[src/sirq_pkg.sv]
package sirq_pkg;

	// ==========================================================
	// Register offsets, memory window and configuration aliases
	localparam logic [7:0] MEM_MODE_OFF = 8'h48;
	localparam logic [7:0] MEM_SENSE_OFF = 8'h4a;
	localparam logic [7:0] MEM_STAT_OFF = 8'h4c;
	localparam logic [7:0] CFG_MODE_OFF = 8'he0;
	localparam logic [7:0] CFG_SENSE_OFF = 8'he2;
	localparam logic [7:0] CFG_STAT_OFF = 8'he4;

	// ==========================================================
	// Reset values and field layout
	localparam logic [7:0] MODE_RESET = 8'h00;
	localparam logic [15:0] SENSE_RESET = 16'h0000;
	localparam logic [15:0] STAT_RESET = 16'h0000;
	localparam logic [7:0] MODE_WRITABLE = 8'h0f;
	localparam int DRIVE_BIT = 0;
	localparam int POLL_BIT = 1;
	localparam int WIDTH_LSB = 2;
	localparam int NUM_SLOTS = 16;

	// ==========================================================
	// Start frame width codes and clock counts
	localparam logic [1:0] WIDTH_CODE_4 = 2'h0;
	localparam logic [1:0] WIDTH_CODE_6 = 2'h1;
	localparam logic [1:0] WIDTH_CODE_8 = 2'h2;
	localparam logic [3:0] START_CLKS_4 = 4'h4;
	localparam logic [3:0] START_CLKS_6 = 4'h6;
	localparam logic [3:0] START_CLKS_8 = 4'h8;

	typedef struct packed {
		logic valid;
		logic write;
		logic [7:0] addr;
		logic [1:0] be;
		logic [15:0] wdata;
	} sirq_acc_t;

	typedef struct packed {
		logic valid;
		logic [3:0] index;
		logic asserted;
	} sirq_slot_t;

	// Reserved code falls back to the shortest frame
	function automatic logic [3:0] start_clks(input logic [1:0] code);
		case (code)
			WIDTH_CODE_6: start_clks = START_CLKS_6;
			WIDTH_CODE_8: start_clks = START_CLKS_8;
			default: start_clks = START_CLKS_4;
		endcase
	endfunction

	function automatic logic [15:0] byte_mask(input logic [1:0] be);
		byte_mask = {{8{be[1]}}, {8{be[0]}}};
	endfunction

endpackage

[src/sirq_reg_port.sv]
`timescale 1ns/10ps
module sirq_reg_port #(
	parameter logic [7:0] MODE_OFF = 8'h00,
	parameter logic [7:0] SENSE_OFF = 8'h00,
	parameter logic [7:0] STAT_OFF = 8'h00
) (
	input wire logic i_mclk,
	input wire logic i_rst,
	input wire sirq_pkg::sirq_acc_t i_acc,
	input wire logic [7:0] i_mode,
	input wire logic [15:0] i_sense,
	input wire logic [15:0] i_status,
	output logic o_wr_mode,
	output logic o_wr_sense,
	output logic o_wr_stat,
	output logic [15:0] o_wmask,
	output logic [15:0] o_rdata,
	output logic o_rvalid
);

	logic wr;
	logic rd;

	assign wr = i_acc.valid && i_acc.write;
	assign rd = i_acc.valid && !i_acc.write;
	assign o_wr_mode = wr && (i_acc.addr == MODE_OFF);
	assign o_wr_sense = wr && (i_acc.addr == SENSE_OFF);
	assign o_wr_stat = wr && (i_acc.addr == STAT_OFF);
	assign o_wmask = sirq_pkg::byte_mask(i_acc.be) & i_acc.wdata;

	// ==========================================================
	// Read path, unmapped offsets answer zero
	always_ff @(posedge i_mclk) begin
		if (i_rst) begin
			o_rdata <= 16'h0000;
			o_rvalid <= 1'b0;
		end else begin
			o_rvalid <= rd;
			if (rd && i_acc.addr == MODE_OFF) begin
				o_rdata <= {8'h00, i_mode & sirq_pkg::MODE_WRITABLE};
			end else if (rd && i_acc.addr == SENSE_OFF) begin
				o_rdata <= i_sense;
			end else if (rd && i_acc.addr == STAT_OFF) begin
				o_rdata <= i_status;
			end else begin
				o_rdata <= 16'h0000;
			end
		end
	end

endmodule

[src/sirq_start_frame.sv]
`timescale 1ns/10ps
module sirq_start_frame (
	input wire logic i_mclk,
	input wire logic i_rst,
	input wire logic i_go,
	input wire logic [1:0] i_width,
	output logic o_active
);

	typedef enum logic {SF_IDLE, SF_DRIVE} sirq_sf_state_t;

	sirq_sf_state_t state;
	logic [3:0] remain;

	assign o_active = (state == SF_DRIVE);

	// Width latched at the go pulse so a mid-frame write cannot stretch it
	always_ff @(posedge i_mclk) begin
		if (i_rst) begin
			state <= SF_IDLE;
			remain <= 4'h0;
		end else begin
			case (state)
				SF_IDLE: begin
					if (i_go) begin
						state <= SF_DRIVE;
						remain <= sirq_pkg::start_clks(i_width) - 4'h1;
					end
				end
				SF_DRIVE: begin
					if (remain == 4'h0) begin
						state <= SF_IDLE;
					end else begin
						remain <= remain - 4'h1;
					end
				end
				default: begin
					state <= SF_IDLE;
				end
			endcase
		end
	end

endmodule

[src/sirq_ctrl.sv]
`timescale 1ns/10ps
// Summary of operation
// (RULE1) Start frame lasts 4, 6 or 8 clocks by two-bit code; 11 reserved.
// (RULE2) Poll bit clear means continuous mode, set means quiet mode.
// (RULE3) Recovery cycle drives line high if drive bit clear, else floats.
// (RULE4) Sixteen per-slot sense bits: zero edge, one level sensing.
// (RULE5) Asserted level-sensed slot sets its status bit.
// (RULE6) Writing one to a status bit clears it and re-arms the slot.
// (RULE7) Edge-sensed slots never set their status bit.
// (RULE8) Mode register bits 7:4 always read zero.
// (RULE9) Link, global and power-on reset clear mode, sense and status.
// (RULE10) Reset state: continuous, four-clock start, drive high, all edge.
// (RULE11) Memory window and configuration views share the same storage.
// (RULE12) Status bit stays set until software writes one to it.
module sirq_ctrl (
	input wire logic i_mclk,
	input wire logic i_rst,
	input wire logic i_link_rst,
	input wire logic i_global_reset_input,
	input wire sirq_pkg::sirq_acc_t i_mem_acc,
	input wire sirq_pkg::sirq_acc_t i_cfg_acc,
	input wire sirq_pkg::sirq_slot_t i_slot,
	input wire logic i_frame_go,
	input wire logic i_recovery,
	output logic [15:0] o_mem_rdata,
	output logic o_mem_rvalid,
	output logic [15:0] o_cfg_rdata,
	output logic o_cfg_rvalid,
	output logic o_quiet_polling_select,
	output logic [15:0] o_slot_sense_select,
	output logic [15:0] o_slot_level_asserted,
	output logic o_start_active,
	output logic o_serirq_o,
	output logic o_serirq_oe
);

	// ==========================================================
	// Reset gathering
	logic link_meta;
	logic link_sync;
	logic global_reset_input_meta;
	logic global_reset_input_sync;
	logic clr;

	always_ff @(posedge i_mclk) begin
		if (i_rst) begin
			link_meta <= 1'b1;
			link_sync <= 1'b1;
			global_reset_input_meta <= 1'b1;
			global_reset_input_sync <= 1'b1;
		end else begin
			link_meta <= i_link_rst;
			link_sync <= link_meta;
			global_reset_input_meta <= i_global_reset_input;
			global_reset_input_sync <= global_reset_input_meta;
		end
	end

	assign clr = i_rst || link_sync || global_reset_input_sync; // RULE9

	// ==========================================================
	// Storage shared by both views
	logic [7:0] mode;
	logic [15:0] sense;
	logic [15:0] status;
	logic [15:0] next_status;
	logic recovery_tristate;
	logic [1:0] start_width;

	logic mem_wr_mode;
	logic mem_wr_sense;
	logic mem_wr_stat;
	logic [15:0] mem_wmask;
	logic cfg_wr_mode;
	logic cfg_wr_sense;
	logic cfg_wr_stat;
	logic [15:0] cfg_wmask;
	logic [15:0] sense_be_mem;
	logic [15:0] sense_be_cfg;
	logic [15:0] set_vec;
	logic [15:0] clr_vec;

	sirq_reg_port #(
		.MODE_OFF(sirq_pkg::MEM_MODE_OFF),
		.SENSE_OFF(sirq_pkg::MEM_SENSE_OFF),
		.STAT_OFF(sirq_pkg::MEM_STAT_OFF)
	) u_mem_port (
		.i_mclk(i_mclk),
		.i_rst(clr),
		.i_acc(i_mem_acc),
		.i_mode(mode),
		.i_sense(sense),
		.i_status(status),
		.o_wr_mode(mem_wr_mode),
		.o_wr_sense(mem_wr_sense),
		.o_wr_stat(mem_wr_stat),
		.o_wmask(mem_wmask),
		.o_rdata(o_mem_rdata),
		.o_rvalid(o_mem_rvalid)
	);

	sirq_reg_port #(
		.MODE_OFF(sirq_pkg::CFG_MODE_OFF),
		.SENSE_OFF(sirq_pkg::CFG_SENSE_OFF),
		.STAT_OFF(sirq_pkg::CFG_STAT_OFF)
	) u_cfg_port (
		.i_mclk(i_mclk),
		.i_rst(clr),
		.i_acc(i_cfg_acc),
		.i_mode(mode),
		.i_sense(sense),
		.i_status(status),
		.o_wr_mode(cfg_wr_mode),
		.o_wr_sense(cfg_wr_sense),
		.o_wr_stat(cfg_wr_stat),
		.o_wmask(cfg_wmask),
		.o_rdata(o_cfg_rdata),
		.o_rvalid(o_cfg_rvalid)
	);

	assign sense_be_mem = sirq_pkg::byte_mask(i_mem_acc.be);
	assign sense_be_cfg = sirq_pkg::byte_mask(i_cfg_acc.be);

	// Configuration view checked first, so it wins a same-cycle collision
	always_ff @(posedge i_mclk) begin
		if (clr) begin
			mode <= sirq_pkg::MODE_RESET; // RULE10
		end else if (cfg_wr_mode && i_cfg_acc.be[0]) begin
			mode <= cfg_wmask[7:0] & sirq_pkg::MODE_WRITABLE; // RULE8 RULE11
		end else if (mem_wr_mode && i_mem_acc.be[0]) begin
			mode <= mem_wmask[7:0] & sirq_pkg::MODE_WRITABLE; // RULE8 RULE11
		end
	end

	always_ff @(posedge i_mclk) begin
		if (clr) begin
			sense <= sirq_pkg::SENSE_RESET; // RULE10
		end else if (cfg_wr_sense) begin
			sense <= (sense & ~sense_be_cfg) | cfg_wmask; // RULE4 RULE11
		end else if (mem_wr_sense) begin
			sense <= (sense & ~sense_be_mem) | mem_wmask; // RULE4 RULE11
		end
	end

	// ==========================================================
	// Level status capture and re-arm
	always_comb begin
		set_vec = 16'h0000;
		if (i_slot.valid && i_slot.asserted && sense[i_slot.index]) begin
			set_vec[i_slot.index] = 1'b1; // RULE5 RULE7
		end
		clr_vec = (mem_wr_stat ? mem_wmask : 16'h0000) | (cfg_wr_stat ? cfg_wmask : 16'h0000);
		next_status = (status & ~clr_vec) | set_vec; // RULE6 RULE12
	end

	always_ff @(posedge i_mclk) begin
		if (clr) begin
			status <= sirq_pkg::STAT_RESET; // RULE9
		end else begin
			status <= next_status;
		end
	end

	// ==========================================================
	// Mode outputs and line drive
	assign start_width = mode[sirq_pkg::WIDTH_LSB +: 2];
	assign recovery_tristate = mode[sirq_pkg::DRIVE_BIT];
	assign o_quiet_polling_select = mode[sirq_pkg::POLL_BIT]; // RULE2
	assign o_slot_sense_select = sense;
	assign o_slot_level_asserted = status;

	sirq_start_frame u_start (
		.i_mclk(i_mclk),
		.i_rst(clr),
		.i_go(i_frame_go),
		.i_width(start_width), // RULE1
		.o_active(o_start_active)
	);

	// Start frame pulls low; recovery drives high or floats
	always_ff @(posedge i_mclk) begin
		if (clr) begin
			o_serirq_o <= 1'b1;
			o_serirq_oe <= 1'b0;
		end else if (o_start_active) begin
			o_serirq_o <= 1'b0;
			o_serirq_oe <= 1'b1; // RULE1
		end else if (i_recovery) begin
			o_serirq_o <= 1'b1;
			o_serirq_oe <= !recovery_tristate; // RULE3
		end else begin
			o_serirq_o <= 1'b1;
			o_serirq_oe <= 1'b0;
		end
	end
endmodule

[config.mk]
export PLATFORM = sky130hd
export DESIGN_NAME = sirq_ctrl
export DESIGN_NICKNAME = d
export VERILOG_FILES = /design/src/sirq_pkg.sv /design/src/sirq_reg_port.sv /design/src/sirq_start_frame.sv /design/src/sirq_ctrl.sv
export SDC_FILE = /design/constraint.sdc
export NUM_CORES = 1
export LEC_CHECK = 0
export ABC_AREA = 1
export BUFFER_PORTS_ARGS = -buffer_cell sky130_fd_sc_hd__buf_2
export CAP_MARGIN = 15
export CORE_MARGIN = 5
export CORE_UTILIZATION = 55
export DETAILED_ROUTE_END_ITERATION = 8
export PLACE_DENSITY_LB_ADDON = 0.2
export SLEW_MARGIN = 0
export SYNTH_ARGS = -nofsm -noshare
export SYNTH_HDL_FRONTEND = slang
export SYNTH_SLANG_ARGS = --single-unit
export TNS_END_PERCENT = 5
[constraint.sdc]
create_clock -name i_mclk -period 5.09 [get_ports i_mclk]
set_clock_uncertainty 0.2 [all_clocks]
set_input_delay 0.7635 -clock i_mclk [delete_from_list [all_inputs] [get_ports i_mclk]]
set_output_delay 0.7635 -clock i_mclk [all_outputs]
set_load 0.01 [all_outputs]
Yosys cells after proc, flatten, opt, wreduce, memory -nomap -nowiden --
Index checks and enable logic that the tools add are counted.
Storage, ports and cells: word-level logic and storage cells 106, register bits 81, bits of input ports 68
Operators by class: magnitude comparators 2, bitwise gates (word level) 13, equality and inequality tests 10, muxes and demuxes 30, reductions and logical operators 32, add/subtract/negate cells 2
Operator list (number):
- two-way mux 16 bit | 9
- bitwise AND 16 bit | 5
- OR 16 bit | 4
- inverter 16 bit | 3
- two-way mux 4 bit | 9
- equality test 8 x 7 -> 1 bit (second input constant) | 3
- equality test 8 bit (second input constant) | 3
- logical AND 1 bit | 21
- case mux 4 bit (2 select lines) | 2
- subtractor 4 x 1 -> 4 bit (second input constant) | 2
- two-way mux 1 bit | 7
- < comparator 4 x 5 -> 1 bit (second input constant) | 1
- binary-select mux 1 bit (select 4 bit) | 1
- demux 1 bit (select 4 bit) | 1
- >= comparator 4 x 1 -> 1 bit (second input constant) | 1
- logical NOT 4 bit | 1
- inequality test 2 bit (second input constant) | 2
- nonzero test 2 bit | 2
- OR reduction 2 bit | 2
- logical NOT 1 bit | 3
- equality test 2 x 1 -> 1 bit (second input constant) | 1
- equality test 2 bit (second input constant) | 1
- logical OR 1 bit | 2
- case mux 1 bit (2 select lines) | 1
- other kinds (2) | 2

Logic depth before layout (Yosys ltp) --
word-level depth 8, depth in mapped cells 12

Hierarchy --
A second synthesis with hierarchy kept.
Second synthesis, totals: cells, all modules 698, area, all modules 4724.5 µm²
By module, submodules not included:
- sirq_ctrl | instances 1, cells an instance 340, seq. area each 840.8 µm², area each 2280.9 µm²
- sirq_reg_port (u_mem_port) | instances 1, cells an instance 154, seq. area each 340.3 µm², area each 1109.8 µm²
- sirq_reg_port (u_cfg_port) | instances 1, cells an instance 160, seq. area each 340.3 µm², area each 1042.2 µm²
- sirq_start_frame | instances 1, cells an instance 44, seq. area each 100.1 µm², area each 291.5 µm²

Worst setup path before layout --
OpenSTA, ideal clock, no wires.
path type input port to flip-flop, from input i_cfg_acc[23] (netlist bit), to register with a tool-made name, buffers on the path 1, library setup time 0.113 ns, data required time 4.777 ns, stages on the path 9, arrival time 1.917 ns, slack 2.860 ns, path through inv_1 nor3_4 nand4_2 or2_1 nand2_2 buf_6 nand2_1 nand2_1 nor2_1
RTL lines:
- from (decl) | RTL line sirq_ctrl.sv:21 | input wire sirq_pkg::sirq_acc_t i_cfg_acc,

Worst setup path in the final report --
from input i_cfg_acc[22] (netlist bit), to register status[12], in the netlist o_slot_level_asserted[12]
On the way: word-level cells in the longest chain between the ends 7
Ends and longest elaborated chain:
- equality test 8 bit | RTL line sirq_reg_port.sv:28 | assign o_wr_stat = wr && (i_acc.addr == STAT_OFF);
- logical AND 1 bit | RTL line sirq_reg_port.sv:28
- two-way mux 16 bit | RTL line sirq_ctrl.sv:152 | clr_vec = (mem_wr_stat ? mem_wmask : 16'h0000) | (cfg_wr_stat ? cfg_wmask : 16'h0000);
- OR 16 bit | RTL line sirq_ctrl.sv:152
- inverter 16 bit | RTL line sirq_ctrl.sv:153 | next_status = (status & ~clr_vec) | set_vec;
- bitwise AND 16 bit | RTL line sirq_ctrl.sv:153
- OR 16 bit | RTL line sirq_ctrl.sv:153
- to (signal assigned) | RTL line sirq_ctrl.sv:158 | status <= sirq_pkg::STAT_RESET;
- to (signal assigned) | RTL line sirq_ctrl.sv:160 | status <= next_status;
- to (decl) | RTL line sirq_ctrl.sv:65 | logic [15:0] status;
Every way passes these cells. A chain may end at the register's enable or synchronous reset.

==> summary.json <==
{
  "status": {
    "result_of_the_run": "completed"
  },
  "synthesis": {
    "synth_common_cells": "sky130_fd_sc_hd__nand2_1 (195), sky130_fd_sc_hd__dfxtp_1 (81), sky130_fd_sc_hd__inv_1 (77)",
    "synth_edf_count": 0,
    "async_reset_ff_frac": 0,
    "synth.cell_area_sq_um": 4150,
    "yosys_warnings": 0,
    "yosys.area.top_type_share": 0.390,
    "synthCells": 653,
    "synth_cell_type_count": 32,
    "synth_seq_cells": 81,
    "yosysSeqAreaShare": 0.390,
    "synth_top_area_cell": "sky130_fd_sc_hd__dfxtp_1",
    "synth.avg_cell_area_sq_um": 6.36,
    "synth_most_common_cell": "sky130_fd_sc_hd__nand2_1",
    "synth.net_count": 722,
    "synth_top_cells_by_area": "sky130_fd_sc_hd__dfxtp_1 (39%), sky130_fd_sc_hd__nand2_1 (18%), sky130_fd_sc_hd__nand3_1 (7.5%), sky130_fd_sc_hd__inv_1 (7.0%), sky130_fd_sc_hd__a21oi_1 (6.6%)",
    "dominant_synthesized_flop_cell": "sky130_fd_sc_hd__dfxtp_1"
  },
  "clocking": {
    "cts_repair_resize_count": 0,
    "maximum_buffer_depth_of_the_clock_tree": 2,
    "cts.clk_slew.worst_paths_ns": 0.09,
    "cts.hold.buffers_added": 0,
    "clock-root-buffer": "sky130_fd_sc_hd__clkbuf_8",
    "clock_latency_ns": 0.36,
    "tritoncts": "built",
    "cts_post_setup_buffers_inserted": 0,
    "cts.htree.levels": 3,
    "tritoncts_num_sinks": 81,
    "cts-buffers-inserted": 9
  },
  "placed_design": {
    "dp_hpwl_um": 9780,
    "dp_cells": 866,
    "gpl.final_weighted_congestion": 1.02,
    "port-buffer-count": 137
  },
  "setup_path": {
    "critPathMaxStageDelay_ns": 0.85,
    "cp_cell_sequence": "buf_2, nor3_4, nand2_1, nor2_1, nand2_1, o211ai_1, a21oi_1",
    "worst_r2r_src": "link_sync",
    "setup.worst_path.start_class": "primary input",
    "path_max_fanout": 12,
    "timing.critical_path.slowest_stage_cell": "sky130_fd_sc_hd__nor2_1",
    "worst_ep_arrival_time_ns": 2.65,
    "timing.reg2reg.setup_slack_ns": 3.06,
    "worstSetupStartpoint": "i_cfg_acc[22]",
    "critPathKind": "in -> reg",
    "endpoint_kind": "flop",
    "crit_required_ns": 5.09,
    "cpMostUsedCell": "sky130_fd_sc_hd__nand2_1"
  },
  "routing": {
    "drt-total-wl_um": 13200,
    "detailedRoute.firstPassIterationCount": 5,
    "antenna_violating_nets_post_route": 0,
    "route.detailed.vias_per_inst": 5.43,
    "wl_per_cell_um": 15.0,
    "num_vias": 4793,
    "detailed_route_iter0_violations": 452,
    "drc": 0
  },
  "pwr": {
    "netSwitchingFraction": 0.262,
    "netSwitchingPower_mw": 0.306,
    "cellLeakagePower_nw": 2.46,
    "max-vdd-ir-drop_uv": 245,
    "power_frac_seq": 0.544,
    "power_report.internal_total_mw": 0.862,
    "power.density_cell_area_nw_per_um2": 231,
    "comb_power_share": 0.074,
    "pwr-share-clk": 0.382
  },
  "sta": {
    "setup_viol": 0,
    "max_slew_margin": 0.245,
    "final_period_minus_worst_setup_slack_ns": 2.64,
    "fin_tns_setup_ns": 0,
    "timing.final.crit_share": 0.519,
    "final_count_of_pins_violating_max_slew": 0,
    "timing.final.hold_violations": 0,
    "max_freq_mhz": 378,
    "actual_slew_at_the_worst_max_slew_pin_ns": 1.13,
    "rsz0062_at_grt": "no"
  },
  "global_route": {
    "grt_first_pass_wirelength_um": 21600,
    "grt_start_max_net_pins": 32,
    "grtUsageTotal": 0.277,
    "antenna_found_initial": 0,
    "grt_remaining_overflow": 0,
    "grt_pass1_vias": 4489
  },
  "floorplanning": {
    "chipHeight_um": 96.9,
    "top_level_ports": 138,
    "design.die.area_sq_um": 9390,
    "chipWidth_um": 96.9,
    "core.rowCount": 31,
    "core_area_sq_um": 7290,
    "floorplan.initialDensity": 0.570
  },
  "cells_and_area": {
    "antenna_cells": 0,
    "share_of_final_layout_standard_cells_stronger_than_drive_strength_1": 0.216,
    "area_growth_synth_to_finish_pct": 21.7,
    "layout.nets": 847,
    "fillers": 709,
    "finish.cell_count_without_fillers": 882
  },
  "hold_path": {
    "hold_path_class": "reg -> reg",
    "launch_point_of_the_worst_hold_path": "link_meta"
  },
  "run": {
    "cap_viol_max_count": 0
  }
}
[worst max-delay path: cells and delay by family]
kind,cells,cell delay (ns)
buf+inv,1,0.11
compound gates,2,0.25
simple gates,4,1.50
[cells in the final DEF (no fill, tap or decap), types with 6 or more instances in the layout]
| master | instances |
|---|---|
| sky130_fd_sc_hd__nor2_1 | 72 |
| sky130_fd_sc_hd__clkbuf_8 | 10 |
| sky130_fd_sc_hd__inv_1 | 77 |
| sky130_fd_sc_hd__nand3_1 | 62 |
| sky130_fd_sc_hd__nand4_1 | 12 |
| sky130_fd_sc_hd__o21ai_1 | 6 |
| sky130_fd_sc_hd__a21oi_1 | 55 |
| sky130_fd_sc_hd__nand2_1 | 195 |
| sky130_fd_sc_hd__dfxtp_1 | 81 |
| sky130_fd_sc_hd__buf_2 | 137 |
| sky130_fd_sc_hd__o21ai_0 | 27 |
| sky130_fd_sc_hd__o211ai_1 | 12 |
[stage by stage]
stage / worst slack [ns] / util / total power, mW / cell area (sq um) / hold slack [ns]
after floorplan: 2.86 / - / 0.693 / 4150 / 0.189
after global placement: 2.22 / 0.667 / 0.734 / 4870 / 0.190
after detailed placement: 2.14 / 0.667 / 0.735 / 4870 / 0.205
after CTS: 2.52 / 0.693 / 1.17 / 5050 / 0.226
after global routing: 2.34 / 0.693 / 1.21 / 5050 / 0.251
final: 2.45 / 0.693 / 1.17 / 5050 / 0.221
[routing by layer]
metal,track usage,share of wire,vias up
met4,0.123,0.030,0
met2,0.463,0.48,275
met1,0.336,0.39,2141
met5,0,0,-
met3,0.0698,0.10,34
li1,-,-,2343
[cell type report]
type	count	area, sq um	area share
timing repair buffer	139	701	0.139
clock buffer	10	138	0.0272
clock inverter	6	51.3	0.0101
tap	99	124	0.0245
inverter	81	304	0.0601
multi-input combinational	466	2120	0.419
sequential	81	1620	0.321
[logic make-up after synthesis]
group                      share of synthesized area
AOI/OAI and AO/OA                              0.143
and+or+nand+nor                                0.361
DFF                                            0.390
xor gates and xnor gates                     0.00211
adders and majority gates                    0.00301
buffers and inverters                          0.100
[worst paths after layout]
kind                                                  end  cells after the start
worst max-delay path            o_slot_level_asserted[12]                      7
worst min-delay path                            link_sync                      1
worst max register to register                       flop                      5
worst min register to register                  link_sync                      1
[power by group through the flow]
stage          clock [mW]  sequential, mW  combinational (mW)
2_1_floorplan           0           0.650              0.0435
3_3_place_gp            0           0.650              0.0836
3_5_place_dp            0           0.650              0.0851
4_1_cts             0.446           0.635              0.0856
5_1_grt             0.479           0.636              0.0964
6_report            0.446           0.635              0.0868
Note: power is estimated with default switching activity, not from simulation.
